$ cat src/logic/dcs_defines.vh
// constants for the drive command source controller
// assumes a 20 MHz clock and a half-duplex rs485 transceiver outside
// Notes on behaviour
// - speed reference follows frequency source setting
// - frequency source defaults to keypad
// - run command follows run source setting
// - run source defaults to keypad
// - reverse inhibit set refuses reverse requests
// - stop uses stop-mode setting, default decelerate
// - default keypad run ramps zero to 5 Hz
// - link defaults node 1, 9600, 8N1
// - link carries modbus rtu frames
// - request frames end in crc16
// - reference word at 0x2502, limit 40000
// - command bit0 forward, bit1 reverse
// - command 0x0003 runs reverse
// - command 0x0000 stops drive
// - display unit setting picks display format
// - first analog is master, second auxiliary
// - second analog type 0 volts, 1 current, default 1
`ifndef DCS_DEFINES_VH
`define DCS_DEFINES_VH
`define DCS_CLK_HZ 20000000
`define DCS_BAUD 9600
`define DCS_BIT_CYC (`DCS_CLK_HZ / `DCS_BAUD)
`define DCS_GAP_CYC (`DCS_BIT_CYC * 35 / 10)
`define DCS_NODE_DEF 8'h01
`define DCS_REG_CMD 16'h2501
`define DCS_REG_REF 16'h2502
`define DCS_FN_WRITE1 8'h06
`define DCS_FN_READ 8'h03
`define DCS_REF_MAX 16'h9c40
`define DCS_KEY_REF_DEF 16'h01f4
`define DCS_FSRC_KEYPAD 3'h0
`define DCS_FSRC_ANALOG 3'h1
`define DCS_FSRC_UPDN 3'h2
`define DCS_FSRC_COMM 3'h3
`define DCS_FSRC_PULSE 3'h4
`define DCS_FSRC_PID 3'h5
`define DCS_RSRC_KEYPAD 2'h0
`define DCS_RSRC_TERM 2'h1
`define DCS_RSRC_COMM 2'h2
`define DCS_RSRC_PLC 2'h3
`define DCS_STOP_DECEL 1'b0
`define DCS_AI2_CURRENT 1'b1
`define DCS_DISP_HZ 2'h0
`define DCS_DISP_PCT 2'h1
`define DCS_DISP_RPM 2'h2
`define DCS_DISP_CUSTOM 2'h3
`define DCS_RAMP_STEP 16'h0001
`endif

$ cat src/logic/dcs_uart_rx.v
// serial byte receiver, 8 data bits, no parity, one stop bit
// assumes rx pin already passed through a two-stage synchroniser
`timescale 1ns/1ps
module dcs_uart_rx (
  input wire clk,
  input wire rst_n,
  input wire rx_sync,
  output reg [7:0] data_reg,
  output reg valid_reg,
  output reg idle_gap_reg
);
`include "dcs_defines.vh"
localparam ST_IDLE = 3'b001;
localparam ST_DATA = 3'b010;
localparam ST_STOP = 3'b100;
reg [2:0] state_reg;
reg [15:0] cnt_reg;
reg [2:0] bit_reg;
reg [15:0] gap_reg;
always @(posedge clk)
begin
  if (!rst_n)
  begin
    state_reg <= ST_IDLE;
    cnt_reg <= 16'h0000;
    bit_reg <= 3'h0;
    data_reg <= 8'h00;
    valid_reg <= 1'b0;
    gap_reg <= 16'h0000;
    idle_gap_reg <= 1'b1;
  end
  else
  begin
    valid_reg <= 1'b0;
    // silence of 3.5 bit times delimits an rtu frame
    if (state_reg == ST_IDLE && rx_sync)
    begin
      if (gap_reg >= `DCS_GAP_CYC)
        idle_gap_reg <= 1'b1;
      else
        gap_reg <= gap_reg + 16'h0001;
    end
    else
    begin
      gap_reg <= 16'h0000;
      idle_gap_reg <= 1'b0;
    end
    case (state_reg)
      ST_IDLE:
      begin
        if (!rx_sync)
        begin
          if (cnt_reg == `DCS_BIT_CYC / 2)
          begin
            cnt_reg <= 16'h0000;
            bit_reg <= 3'h0;
            state_reg <= ST_DATA;
          end
          else
            cnt_reg <= cnt_reg + 16'h0001;
        end
        else
          cnt_reg <= 16'h0000;
      end
      ST_DATA:
      begin
        if (cnt_reg == `DCS_BIT_CYC - 1)
        begin
          cnt_reg <= 16'h0000;
          data_reg <= {rx_sync, data_reg[7:1]};
          bit_reg <= bit_reg + 3'h1;
          if (bit_reg == 3'h7)
            state_reg <= ST_STOP;
        end
        else
          cnt_reg <= cnt_reg + 16'h0001;
      end
      ST_STOP:
      begin
        if (cnt_reg == `DCS_BIT_CYC - 1)
        begin
          cnt_reg <= 16'h0000;
          valid_reg <= rx_sync;
          state_reg <= ST_IDLE;
        end
        else
          cnt_reg <= cnt_reg + 16'h0001;
      end
      default:
        state_reg <= ST_IDLE;
    endcase
  end
end
endmodule

$ cat src/logic/dcs_top.v
// drive command source controller: modbus rtu slave, source selection, ramp
// assumes rs485 transceiver outside; keys and terminals are raw pins
`timescale 1ns/1ps
module dcs_top (
  input wire clk,
  input wire rst_n,
  input wire rs485_rx,
  input wire [2:0] freq_source,
  input wire [1:0] run_source,
  input wire reverse_inhibit,
  input wire stop_mode,
  input wire [15:0] display_unit,
  input wire [15:0] keypad_ref,
  input wire keypad_run_key,
  input wire keypad_stop_key,
  input wire direction_key,
  input wire term_fwd,
  input wire term_rev,
  input wire plc_fwd,
  input wire plc_rev,
  input wire [15:0] analog_in_one,
  input wire [15:0] analog_in_two,
  input wire input_type_switch,
  input wire [15:0] updn_ref,
  input wire [15:0] pulse_ref,
  input wire [15:0] pid_ref,
  output reg run_reg,
  output reg reverse_reg,
  output reg coast_stop_reg,
  output reg [15:0] out_freq_reg,
  output reg [15:0] target_ref_reg,
  output reg [15:0] aux_ref_reg,
  output reg ai2_is_current_reg,
  output reg [1:0] disp_fmt_reg,
  output reg [15:0] run_command_word_reg,
  output reg [15:0] speed_reference_word_reg,
  output reg frame_err_reg
);
`include "dcs_defines.vh"
// crc16 step for one byte, polynomial 0xa001 reflected
function [15:0] crc_byte;
  input [15:0] c;
  input [7:0] d;
  integer i;
  reg [15:0] t;
  begin
    t = c ^ {8'h00, d};
    for (i = 0; i < 8; i = i + 1)
      t = t[0] ? ((t >> 1) ^ 16'ha001) : (t >> 1);
    crc_byte = t;
  end
endfunction
localparam F_ADDR = 4'h0;
localparam F_FUNC = 4'h1;
localparam F_RH = 4'h2;
localparam F_RL = 4'h3;
localparam F_DH = 4'h4;
localparam F_DL = 4'h5;
localparam F_CL = 4'h6;
localparam F_CH = 4'h7;
localparam F_DONE = 4'h8;
// pin inputs pass two flip-flops
reg [1:0] rx_s_reg;
reg [1:0] run_s_reg;
reg [1:0] stop_s_reg;
reg [1:0] dir_s_reg;
reg [1:0] tf_s_reg;
reg [1:0] tr_s_reg;
reg [1:0] sw_s_reg;
always @(posedge clk)
begin
  if (!rst_n)
  begin
    rx_s_reg <= 2'b11;
    run_s_reg <= 2'b00;
    stop_s_reg <= 2'b00;
    dir_s_reg <= 2'b00;
    tf_s_reg <= 2'b00;
    tr_s_reg <= 2'b00;
    sw_s_reg <= 2'b00;
  end
  else
  begin
    rx_s_reg <= {rx_s_reg[0], rs485_rx};
    run_s_reg <= {run_s_reg[0], keypad_run_key};
    stop_s_reg <= {stop_s_reg[0], keypad_stop_key};
    dir_s_reg <= {dir_s_reg[0], direction_key};
    tf_s_reg <= {tf_s_reg[0], term_fwd};
    tr_s_reg <= {tr_s_reg[0], term_rev};
    sw_s_reg <= {sw_s_reg[0], input_type_switch};
  end
end
wire [7:0] rx_data;
wire rx_valid;
wire rx_gap;
dcs_uart_rx u_rx (
  .clk(clk),
  .rst_n(rst_n),
  .rx_sync(rx_s_reg[1]),
  .data_reg(rx_data),
  .valid_reg(rx_valid),
  .idle_gap_reg(rx_gap)
);
reg [3:0] fpos_reg;
reg [15:0] crc_reg;
reg [7:0] func_reg;
reg [15:0] addr_reg;
reg [15:0] data_reg;
reg addressed_reg;
reg wr_cmd_reg;
reg wr_ref_reg;
// rtu frame parser, write single register only
always @(posedge clk)
begin
  if (!rst_n)
  begin
    fpos_reg <= F_ADDR;
    crc_reg <= 16'hffff;
    func_reg <= 8'h00;
    addr_reg <= 16'h0000;
    data_reg <= 16'h0000;
    addressed_reg <= 1'b0;
    wr_cmd_reg <= 1'b0;
    wr_ref_reg <= 1'b0;
    frame_err_reg <= 1'b0;
  end
  else
  begin
    wr_cmd_reg <= 1'b0;
    wr_ref_reg <= 1'b0;
    if (rx_gap)
    begin
      fpos_reg <= F_ADDR;
      crc_reg <= 16'hffff;
    end
    else if (rx_valid)
    begin
      crc_reg <= crc_byte(crc_reg, rx_data);
      case (fpos_reg)
        F_ADDR:
        begin
          addressed_reg <= (rx_data == `DCS_NODE_DEF);
          fpos_reg <= F_FUNC;
        end
        F_FUNC:
        begin
          func_reg <= rx_data;
          fpos_reg <= F_RH;
        end
        F_RH:
        begin
          addr_reg[15:8] <= rx_data;
          fpos_reg <= F_RL;
        end
        F_RL:
        begin
          addr_reg[7:0] <= rx_data;
          fpos_reg <= F_DH;
        end
        F_DH:
        begin
          data_reg[15:8] <= rx_data;
          fpos_reg <= F_DL;
        end
        F_DL:
        begin
          data_reg[7:0] <= rx_data;
          fpos_reg <= F_CL;
        end
        F_CL:
        begin
          fpos_reg <= F_CH;
        end
        F_CH:
        begin
          fpos_reg <= F_DONE;
          // crc run over frame plus its crc leaves zero
          if (crc_byte(crc_reg, rx_data) != 16'h0000)
            frame_err_reg <= 1'b1;
          // only function 06 for this node acts
          else if (addressed_reg && func_reg == `DCS_FN_WRITE1)
          begin
            frame_err_reg <= 1'b0;
            wr_cmd_reg <= (addr_reg == `DCS_REG_CMD);
            wr_ref_reg <= (addr_reg == `DCS_REG_REF);
          end
        end
        F_DONE:
          fpos_reg <= F_DONE;
        default:
          fpos_reg <= F_ADDR;
      endcase
    end
  end
end
always @(posedge clk)
begin
  if (!rst_n)
  begin
    run_command_word_reg <= 16'h0000;
    speed_reference_word_reg <= 16'h0000;
  end
  else
  begin
    if (wr_cmd_reg)
      run_command_word_reg <= data_reg;
    if (wr_ref_reg && data_reg <= `DCS_REF_MAX)
      speed_reference_word_reg <= data_reg;
  end
end
// speed reference mux; code 0 is keypad
reg [15:0] src_ref;
always @*
begin
  case (freq_source)
    `DCS_FSRC_KEYPAD: src_ref = keypad_ref;
    `DCS_FSRC_ANALOG: src_ref = analog_in_one;
    `DCS_FSRC_UPDN: src_ref = updn_ref;
    // serial reference only under comm source
    `DCS_FSRC_COMM: src_ref = speed_reference_word_reg;
    `DCS_FSRC_PULSE: src_ref = pulse_ref;
    `DCS_FSRC_PID: src_ref = pid_ref;
    default: src_ref = 16'h0000;
  endcase
end
// run request mux; code 0 is keypad
reg want_fwd;
reg want_rev;
reg key_run_reg;
reg key_rev_reg;
reg dir_d_reg;
always @*
begin
  case (run_source)
    `DCS_RSRC_KEYPAD:
    begin
      want_fwd = key_run_reg && !key_rev_reg;
      want_rev = key_run_reg && key_rev_reg;
    end
    `DCS_RSRC_TERM:
    begin
      want_fwd = tf_s_reg[1] && !tr_s_reg[1];
      want_rev = tr_s_reg[1];
    end
    // bit0 forward, bit1 reverse; 0x0003 reverse; zero stops
    `DCS_RSRC_COMM:
    begin
      want_fwd = run_command_word_reg[0] && !run_command_word_reg[1];
      want_rev = run_command_word_reg[1];
    end
    `DCS_RSRC_PLC:
    begin
      want_fwd = plc_fwd && !plc_rev;
      want_rev = plc_rev;
    end
    default:
    begin
      want_fwd = 1'b0;
      want_rev = 1'b0;
    end
  endcase
end
// keypad run latches forward, direction key toggles
always @(posedge clk)
begin
  if (!rst_n)
  begin
    key_run_reg <= 1'b0;
    key_rev_reg <= 1'b0;
    dir_d_reg <= 1'b0;
  end
  else
  begin
    dir_d_reg <= dir_s_reg[1];
    if (stop_s_reg[1])
      key_run_reg <= 1'b0;
    else if (run_s_reg[1] && !key_run_reg)
    begin
      key_run_reg <= 1'b1;
      key_rev_reg <= 1'b0;
    end
    else if (dir_s_reg[1] && !dir_d_reg)
      key_rev_reg <= !key_rev_reg;
  end
end
// drive state, ramp and stop handling
reg [15:0] ramp_cnt_reg;
always @(posedge clk)
begin
  if (!rst_n)
  begin
    run_reg <= 1'b0;
    reverse_reg <= 1'b0;
    coast_stop_reg <= 1'b0;
    out_freq_reg <= 16'h0000;
    target_ref_reg <= 16'h0000;
    ramp_cnt_reg <= 16'h0000;
  end
  else
  begin
    target_ref_reg <= src_ref;
    ramp_cnt_reg <= ramp_cnt_reg + 16'h0001;
    if (want_rev && !reverse_inhibit)
    begin
      run_reg <= 1'b1;
      reverse_reg <= 1'b1;
      coast_stop_reg <= 1'b0;
    end
    else if (want_fwd)
    begin
      run_reg <= 1'b1;
      reverse_reg <= 1'b0;
      coast_stop_reg <= 1'b0;
    end
    else
    begin
      run_reg <= 1'b0;
      // stop mode picks decelerate or coast
      coast_stop_reg <= (stop_mode != `DCS_STOP_DECEL);
    end
    // output frequency ramps toward reference from zero
    if (!run_reg && stop_mode != `DCS_STOP_DECEL)
      out_freq_reg <= 16'h0000;
    else if (ramp_cnt_reg == 16'h0000)
    begin
      if (run_reg && out_freq_reg < target_ref_reg)
        out_freq_reg <= out_freq_reg + `DCS_RAMP_STEP;
      else if (!run_reg || out_freq_reg > target_ref_reg)
      begin
        if (out_freq_reg != 16'h0000)
          out_freq_reg <= out_freq_reg - `DCS_RAMP_STEP;
      end
    end
  end
end
// analog roles and display format
always @(posedge clk)
begin
  if (!rst_n)
  begin
    aux_ref_reg <= 16'h0000;
    ai2_is_current_reg <= `DCS_AI2_CURRENT;
    disp_fmt_reg <= `DCS_DISP_HZ;
  end
  else
  begin
    // second analog is the auxiliary reference
    aux_ref_reg <= analog_in_two;
    ai2_is_current_reg <= sw_s_reg[1];
    if (display_unit == 16'h0000)
      disp_fmt_reg <= `DCS_DISP_HZ;
    else if (display_unit == 16'h0001)
      disp_fmt_reg <= `DCS_DISP_PCT;
    else if (display_unit <= 16'h0026)
      disp_fmt_reg <= `DCS_DISP_RPM;
    else
      disp_fmt_reg <= `DCS_DISP_CUSTOM;
  end
end
endmodule

$ cat config.mk
export PLATFORM = sky130hd
export DESIGN_NAME = dcs_top
export DESIGN_NICKNAME = d
export VERILOG_FILES = /design/src/logic/dcs_uart_rx.v /design/src/logic/dcs_top.v
export VERILOG_INCLUDE_DIRS = /design/src /design/src/logic
export SDC_FILE = /design/constraint.sdc
export NUM_CORES = 1
export LEC_CHECK = 0
export BUFFER_PORTS_ARGS = -buffer_cell sky130_fd_sc_hd__buf_2
export CELL_PAD_IN_SITES_DETAIL_PLACEMENT = 0
export CELL_PAD_IN_SITES_GLOBAL_PLACEMENT = 1
export CORE_UTILIZATION = 42
export DETAILED_ROUTE_END_ITERATION = 10
export PLACE_DENSITY = 0.79
export RECOVER_POWER = 100
export SYNTH_ARGS = -nofsm -noshare
export SYNTH_HDL_FRONTEND = slang
export SYNTH_SLANG_ARGS = --single-unit
$ cat constraint.sdc
create_clock -name clk -period 5.3 [get_ports clk]
set_input_delay 0.53 -clock clk [delete_from_list [all_inputs] [get_ports clk]]
set_output_delay 0.53 -clock clk [all_outputs]
set_load 0.05 [all_outputs]
==> results_dict.tcl, run 1 <==
set metrics [dict create \
    final_cell_mix "dfxtp_1 (231), nor2_1 (181), buf_2 (128)" \
    ys_seq_area_frac 0.441 \
    final_nets 1496 \
    syn_area_mm2 0.0105 \
    area_delta_synth_final_pct 20.5 \
    drtPass1Iterations 6 \
    ios 217 \
    synth_nets 1301 \
    path_cells "ha_1, a2111oi_0, o221ai_1, o211ai_1, o211ai_2, ha_1, a21oi_1, a2bb2oi_1, a31oi_1, a41o_1, o41ai_1, xor2_1, or3_1, a21oi_1" \
    start_util 0.430 \
    holdCritPathClass "in -> reg" \
    syn-instance-count 1129 \
    async_flop_share 0 \
    grt_pass1_vias 8265 \
    cp_slowest_cell "ha_1" \
    drive_gt1_frac 0.145 \
    dp_cells 1620 \
    cp.arrival_ns 4.84 \
    vias 8638 \
    path_buf_inv 0 \
    violations "capacitance limit, slew limit" \
    holdWs_ns 0.203 \
    ys_warn_count 0 \
    synth.distinct_cells 68 \
    rows 57 \
    root_buffer "clkbuf_16" \
    fmax_ghz 0.228 \
    endpoint_kind "flop" \
    die_area_mm2 0.0256 \
    crit_family "compound AO/OA/AOI/OAI gates" \
    synth_top_area_share 0.441 \
    antenna_found_initial 3 \
    drc 0 \
    die_w_um 160 \
    cp.required_ns 5.75 \
    outcome "complete, but fails checks" \
    clock_latency_ns 0.52 \
    clockBufferDepth 3 \
    coreArea_mm2 0.0244 \
    startpoint_type "flop" \
    first_iter_violations 589 \
    max_slew_margin -0.326 \
    min_period_ns 4.38 \
    synth_seq_cells 231 \
    cts_sinks 231 \
    power_leakage_nw 5.01 \
    tightestPinTransition_ns 1.99 \
    finalMaxSlewViolations 160 \
    cpPeakStageDelay_ns 0.51 \
    power.density_mw_per_mm2 438 \
    wire_per_inst_um 17.0 \
    final_cell_count_no_fill 1669 \
    final_common_cell "dfxtp_1" \
    h-tree-depth 1 \
    synth_edf_count 0 \
    viasPerCell 5.18 \
    skew_ns 0.00846 \
    vdd_drop_max_mv 0.254 \
    dp_hpwl_um 20800 \
    cts-buffers-inserted 26 \
    syn_area_per_cell_um2 9.29 \
    gp_congestion 0.932 \
    grt_pass1_wl_um 44200 \
    globalRoute.totalOverflow 0 \
    setup_viol 0 \
    synth_area_leaders "dfxtp_1 (44%), mux2i_1 (10%), nor2_1 (6.5%)" \
    post_cts_resized 0 \
    fin_crit_sh 0.827 \
    postCtsSetupBuffers 0 \
    rsz0062_at_grt "false" \
    cts.clk_slew.worst_paths_ns 0.06 \
    dieHeight_um 160 \
    maxCapViolCount 5 \
    synthFlopType "dfxtp_1" \
    postCtsHoldBufs 0 \
    detail-route-antenna-nets 0 \
    routed_wl_um 28400 \
    yosysTopAreaCell "dfxtp_1" \
    critPathMaxFanout 19 \
    hold_viol_final 0 \
    cts_tree "built" \
    numPortBuffers 216 \
    finalSetupTns_ns 0 \
    worstSetupPathType "reg -> reg" \
    grt_max_degree 87 \
    track_usage 0.216 \
]
## worst register-to-register path, delay by kind of cell, from the launching register on
family / cells / cell delay [ns]
adders and majority gates: 2 / 0.85
AOI/OAI and AO/OA: 10 / 2.64
DFF: 1 / 0.35
and+or+nand+nor: 1 / 0.34
xor gates and xnor gates: 1 / 0.13
## worst paths after layout
check,startpoint,to,slack [ns],cells past startpoint
hold / removal,rs485_rx,rx_s_reg[0]$_SDFF_PN1_,0.20,2
setup / recovery,out_freq_reg[7]$_SDFFE_PP0P_,out_freq_reg[15]$_SDFFE_PP0P_,0.92,14
hold reg to reg,rx_s_reg[0]$_SDFF_PN1_,rx_s_reg[1]$_SDFF_PN1_,0.40,1
setup reg to reg,out_freq_reg[7]$_SDFFE_PP0P_,out_freq_reg[15]$_SDFFE_PP0P_,0.92,14
## cells by family (layout without fill, tap and decap cells)
family | after synthesis | count (layout) | share of synthesized area
AND/OR/NAND/NOR | 414 | 414 | 0.193
adder cells (fa/ha/maj) | 42 | 42 | 0.0508
AO/OA/AOI/OAI | 161 | 161 | 0.105
flip-flops | 231 | 231 | 0.441
buffers and inverters | 99 | 313 | 0.0387
multiplexers | 106 | 106 | 0.101
other | 0 | 2 | 0
XOR/XNOR | 76 | 76 | 0.0710
## report_power, final
group	total, mW	internal (mW)	switching, mW
logic	1.59	0.635	0.955
registers	1.94	1.83	0.118
clock network	2.00	1.29	0.712
total	5.53	3.75	1.79
## final cells by class
| class | count | area (um^2) |
|---|---|---|
| antenna | 2 | 5.00 |
| clock buffer | 35 | 756 |
| clock inverter | 12 | 213 |
| fill | 2371 | 11800 |
| inverter | 42 | 159 |
| multi-input combinational | 799 | 5460 |
| sequential | 231 | 4620 |
| tap | 324 | 405 |
| timing repair buffer | 224 | 1020 |
## through the flow
stage          instance area [um^2]  utilization  worst slack (ns)  power [mW]
5_1_grt                       12600        0.518             0.673        5.85
3_3_place_gp                  11800        0.484              1.05        3.57
4_1_cts                       12800        0.524             0.970        5.60
6_report                      12600        0.518             0.918        5.53
2_1_floorplan                 10500            -              1.14        3.22
3_5_place_dp                  11800        0.484             0.978        3.59
## synth_stat cells, types with 7 or more instances
| master | number |
|---|---|
| mux2i_1 | 106 |
| nor3_1 | 17 |
| nand4_1 | 13 |
| a22oi_1 | 51 |
| ha_1 | 41 |
| a21oi_1 | 30 |
| a31oi_1 | 19 |
| nor2_1 | 181 |
| and2_1 | 37 |
| nand2_1 | 53 |
| xnor2_1 | 35 |
| xor2_1 | 35 |
| nand2b_1 | 7 |
| and3_1 | 7 |
| nand3b_1 | 7 |
| o21ai_0 | 18 |
| nor2b_1 | 8 |
| inv_1 | 41 |
| nand3_1 | 33 |
| nor4_1 | 18 |
| clkbuf_1 | 42 |
| dfxtp_1 | 231 |
## per-layer routing
layer | up-vias | GRT usage | part of all wire | routed length [um]
met4 | 0 | 0.108 | 0.051 | 1440
met5 | - | 0 | 0 | 0
li1 | 4329 | - | - | -
met1 | 3959 | 0.259 | 0.42 | 11800
met2 | 286 | 0.366 | 0.47 | 13400
met3 | 64 | 0.0418 | 0.061 | 1730
Power figures use the tool's default switching activity.
==> run 2, diff against run 1 <==
clock period = 4.3 ns   (was 5.3 ns; I/O delays follow)
==> results_dict.tcl, run 2 (synthesis gave the netlist of run 1 again) <==
set metrics [dict create \
    coreArea_mm2 0.0244 \
    antenna_found_initial 3 \
    root_buffer "clkbuf_16" \
    globalRoute.totalOverflow 0 \
    dp_hpwl_um 20900 \
    crit_top_cell "ha_1" \
    finalMaxSlewViolations 107 \
    clockBufferDepth 3 \
    cts_sinks 231 \
    cts-buffers-inserted 26 \
    postCtsSetupBuffers 0 \
    final_cell_mix "dfxtp_1 (231), nor2_1 (181), buf_2 (128)" \
    hold_start "rs485_rx" \
    drc 0 \
    drive_gt1_frac 0.148 \
    drtPass1Iterations 5 \
    h-tree-depth 1 \
    max_slew_margin -0.404 \
    fin_util 0.519 \
    routed_wl_um 28400 \
    crit_family "compound AO/OA/AOI/OAI gates" \
    holdCritPathClass "in -> reg" \
    reg2reg_to "out_freq_reg[15]$_SDFFE_PP0P_" \
    endpoint_kind "flop" \
    grt_pass1_wl_um 45400 \
    pre_cts_ws_ns 0.174 \
    ios 217 \
    vdd_drop_max_mv 0.261 \
    vias 8665 \
    fmax_ghz 0.257 \
    skew_ns 0.0219 \
    hold_viol_final 0 \
    numPortBuffers 216 \
    finalSetupTns_ns 0 \
    first_iter_violations 553 \
    worstHoldEndpoint "rx_s_reg[0]$_SDFF_PN1_" \
    tightestPinTransition_ns 2.09 \
    min_period_ns 3.89 \
    outcome "complete, but fails checks" \
    worstSetupPathType "reg -> reg" \
    start_util 0.430 \
    cp.required_ns 4.75 \
    critPathMaxFanout 11 \
    reg2reg_slack_ns 0.41 \
    die_w_um 160 \
    path_buf_inv 0 \
    cp_slowest_cell "dfxtp_1" \
    worstRegToRegCells 14 \
    fin_crit_sh 0.905 \
    dieHeight_um 160 \
    grt_pass1_vias 8558 \
    track_usage 0.219 \
    detail-route-antenna-nets 0 \
    r2r-start "out_freq_reg[7]$_SDFFE_PP0P_" \
    final_common_cell "dfxtp_1" \
    rsz0062_at_grt "false" \
    maxCapViolCount 2 \
    viasPerCell 5.16 \
    fill_cells 2395 \
    whs_path_depth 2 \
    power_leakage_nw 5.01 \
    rows 57 \
    path_cells "ha_1, a2111oi_1, o221ai_1, o211ai_1, o211ai_4, ha_1, a21oi_2, a2bb2oi_1, a31oi_1, a41o_1, o41ai_2, xor2_1, or3_1, a21oi_1" \
    power.density_mw_per_mm2 535 \
    wire_per_inst_um 16.9 \
    violations "capacitance limit, slew limit" \
    cts_tree "built" \
    area_delta_synth_final_pct 20.7 \
    startpoint_type "flop" \
    cpPeakStageDelay_ns 0.43 \
    cp.arrival_ns 4.34 \
    cts.clk_slew.worst_paths_ns 0.06 \
    gp_congestion 0.963 \
    final_nets 1504 \
    setup_slack_ns 0.409 \
    die_area_mm2 0.0256 \
    setup_viol 0 \
    grt_max_degree 66 \
    clock_latency_ns 0.54 \
]
==> run 2: area by class of cell <==
| class | count | area (um^2) | share of cell area |
|---|---|---|---|
| diodes | 2 | 5.00 | 0.000395 |
| clock buffers | 37 | 752 | 0.0594 |
| clock inverters | 11 | 175 | 0.0138 |
| inverters | 42 | 159 | 0.0126 |
| multi-input cells | 799 | 5470 | 0.432 |
| flip-flops and latches | 231 | 4620 | 0.365 |
| well taps | 324 | 405 | 0.0320 |
| repair buffers | 232 | 1070 | 0.0842 |
==> run 2: worst max-delay path by stage <==
| stage | from | slack, ns | to | cells after the start |
|---|---|---|---|---|
| after floorplan | out_freq_reg[7]$_SDFFE_PP0P_ | 0.14 | out_freq_reg[15]$_SDFFE_PP0P_ | 14 |
| after global placement | out_freq_reg[7]$_SDFFE_PP0P_ | 0.28 | out_freq_reg[15]$_SDFFE_PP0P_ | 14 |
| after detailed placement | out_freq_reg[7]$_SDFFE_PP0P_ | 0.17 | out_freq_reg[15]$_SDFFE_PP0P_ | 14 |
| after CTS | out_freq_reg[7]$_SDFFE_PP0P_ | 0.15 | out_freq_reg[15]$_SDFFE_PP0P_ | 14 |
| after global routing | out_freq_reg[7]$_SDFFE_PP0P_ | 0.03 | out_freq_reg[15]$_SDFFE_PP0P_ | 14 |
| final | out_freq_reg[7]$_SDFFE_PP0P_ | 0.41 | out_freq_reg[15]$_SDFFE_PP0P_ | 14 |
==> run 2: stage by stage <==
stage | hold WS (ns) | total power, mW | std cells | area (um^2)
after floorplan | 0.386 | 3.97 | 1129 | 10500
after global placement | 0.389 | 4.43 | 1628 | 11900
after detailed placement | 0.398 | 4.45 | 1628 | 11900
after CTS | 0.0712 | 6.83 | 1676 | 12800
after global routing | 0.0755 | 7.15 | 1678 | 12700
final | 0.0895 | 6.77 | 1678 | 12700
==> run 2: what timing repair did <==
| action | in CTS | in global routing |
|---|---|---|
| gates resized for setup | 0 | 4 |
| setup endpoints to repair | 0 | 1 |
| hold buffers | 0 | 0 |
==> run 2: power by group <==
part	leakage [nW]	internal, mW	switching (mW)
logic	2.68	0.803	1.22
registers	1.88	2.25	0.138
clock network	0.449	1.46	0.901
==> run 2: layer usage <==
layer	track usage	part of all wire	up-vias	wire length, um
met5	0	0	-	0
met4	0.104	0.044	0	1260
met3	0.0353	0.058	63	1640
met2	0.379	0.47	253	13500
met1	0.266	0.42	4005	12000
li1	-	-	4344	-
==> run 3, diff against run 2 <==
CORE_ASPECT_RATIO = 1.1   (was unset)
PLACE_DENSITY = 0.83   (was 0.79)
==> results_dict.tcl, run 3 (synthesis gave the netlist of run 1 again) <==
set metrics [dict create \
    outcome "complete, but fails checks" \
    violations "DRC, capacitance limit, slew limit" \
    diodes 0 \
    drtPass1Iterations 8 \
    finalMaxSlewViolations 122 \
    globalRoute.totalOverflow 0 \
    root_buffer "clkbuf_16" \
    clockBufferDepth 3 \
    numPortBuffers 216 \
    min_period_ns 3.91 \
    final_nets 1499 \
    multiInputGateArea_mm2 0.00545 \
    die_w_um 153 \
    hold_viol_final 0 \
    endpoint_kind "flop" \
    setup_slack_ns 0.392 \
    internal_power_mw 4.55 \
    vdd_drop_max_mv 0.311 \
    dieHeight_um 168 \
    netSwitchingFraction 0.335 \
    worstSetupPathType "reg -> reg" \
    whs_path_depth 2 \
    cp.arrival_ns 4.35 \
    viasPerCell 5.24 \
    worstRegToRegCells 14 \
    cts-buffers-inserted 26 \
    routed_wl_um 27000 \
    cts_sinks 231 \
    power.density_mw_per_mm2 543 \
    dp_cells 1609 \
    holdCritPathClass "in -> reg" \
    postCtsHoldBufs 0 \
    final_common_cell "dfxtp_1" \
    startpoint_type "flop" \
    power_leakage_nw 4.99 \
    rsz0062_at_grt "false" \
    antenna_found_initial 0 \
    tightestPinTransition_ns 2.70 \
    area_delta_synth_final_pct 20.1 \
    cts_tree "built" \
    fin_util 0.514 \
    gp_congestion 0.895 \
    clkPwrFrac 0.350 \
    detail-route-antenna-nets 0 \
    ios 217 \
    wire_per_inst_um 16.3 \
    rows 60 \
    first_iter_violations 482 \
    fmax_ghz 0.256 \
    pwr-share-seq 0.350 \
    critPathMaxFanout 11 \
    grt_pass1_vias 8312 \
    drive_gt1_frac 0.142 \
    pre_cts_ws_ns 0.178 \
    final_cell_count_no_fill 1656 \
    fill_cells 2369 \
    maxCapViolCount 3 \
    h-tree-depth 1 \
    dp_hpwl_um 19500 \
    seqCellArea_mm2 0.00462 \
    cp.required_ns 4.74 \
    clock_latency_ns 0.53 \
    skew_ns 0.0145 \
    finalSetupTns_ns 0 \
    setup_viol 0 \
    track_usage 0.205 \
    vias 8674 \
    cts.clk_slew.worst_paths_ns 0.06 \
    grt_pass1_wl_um 43100 \
    drc 25 \
    fin_crit_sh 0.909 \
    combPwrFrac 0.300 \
    start_util 0.429 \
    grt_max_degree 68 \
    coreArea_mm2 0.0245 \
    max_slew_margin -0.802 \
    power.switching_mw 2.29 \
    reg2reg_slack_ns 0.39 \
    die_area_mm2 0.0256 \
    final_cell_mix "dfxtp_1 (231), nor2_1 (181), buf_2 (127)" \
]
run 3: cell types whose count changed in the layout (fill, tap and decap cells not counted), sizes merged:
cell,before,now
inv,41,42
clkbuf,132,131
buf,137,131
clkinv,5,7
diode,2,0
bufinv,4,5
clkinvlp,3,0
run 3: layout make-up:
| class | instances | share of cell area |
|---|---|---|
| multi-input cells | 799 | 0.433 |
| inverters | 42 | 0.0127 |
| clock buffers | 35 | 0.0583 |
| well taps | 310 | 0.0308 |
| flip-flops and latches | 231 | 0.367 |
| repair buffers | 227 | 0.0815 |
| clock inverters | 12 | 0.0162 |
run 3: critical path, cell delays in order, from the launching register on:
cell and delay, ns:
dfxtp_1 0.41, ha_1 0.29, a2111oi_1 0.40, o221ai_1 0.18, o211ai_1 0.18, o211ai_4 0.21
ha_1 0.39, a21oi_1 0.11, a2111o_1 0.45, a31oi_1 0.26, a41o_1 0.26, o41ai_2 0.07
xor2_1 0.15, or3_1 0.32, a21oi_1 0.13
run 3: per-layer routing:
metal,up-vias,GRT usage,part of all wire
met3,57,0.0422,0.058
met5,-,0,0
li1,4333,-,-
met2,236,0.356,0.47
met1,4048,0.256,0.45
met4,0,0.0606,0.026
run 3: worst paths after layout:
kind / from / end
max reg2reg: out_freq_reg[7]$_SDFFE_PP0P_ / out_freq_reg[15]$_SDFFE_PP0P_
min reg2reg: sw_s_reg[1]$_SDFF_PN0_ / ai2_is_current_reg$_SDFF_PN1_
min: rs485_rx / rx_s_reg[0]$_SDFF_PN1_
max: out_freq_reg[7]$_SDFFE_PP0P_ / out_freq_reg[15]$_SDFFE_PP0P_
run 3: per-stage QoR:
stage	power, mW	hold WS [ns]	instance area (um^2)
2_1_floorplan	3.97	0.386	10500
3_3_place_gp	4.44	0.390	11800
3_5_place_dp	4.48	0.396	11800
4_1_cts	6.90	0.0651	12800
5_1_grt	7.23	0.0820	12600
6_report	6.84	0.0879	12600
run 3: power groups by stage:
stage / sequential (mW) / combinational, mW / clock, mW
3_3_place_gp: 2.43 / 2.01 / 0
4_1_cts: 2.39 / 2.05 / 2.46
2_1_floorplan: 2.65 / 1.32 / 0
3_5_place_dp: 2.44 / 2.04 / 0
5_1_grt: 2.41 / 2.26 / 2.55
6_report: 2.39 / 2.05 / 2.39
run 3: what timing repair did:
item                                    4_1_cts  5_1_grt
endpoints found under the hold margin         0        0
resized for setup                             0        4
endpoints found under the setup margin        0        2
buffers inserted                              0        0
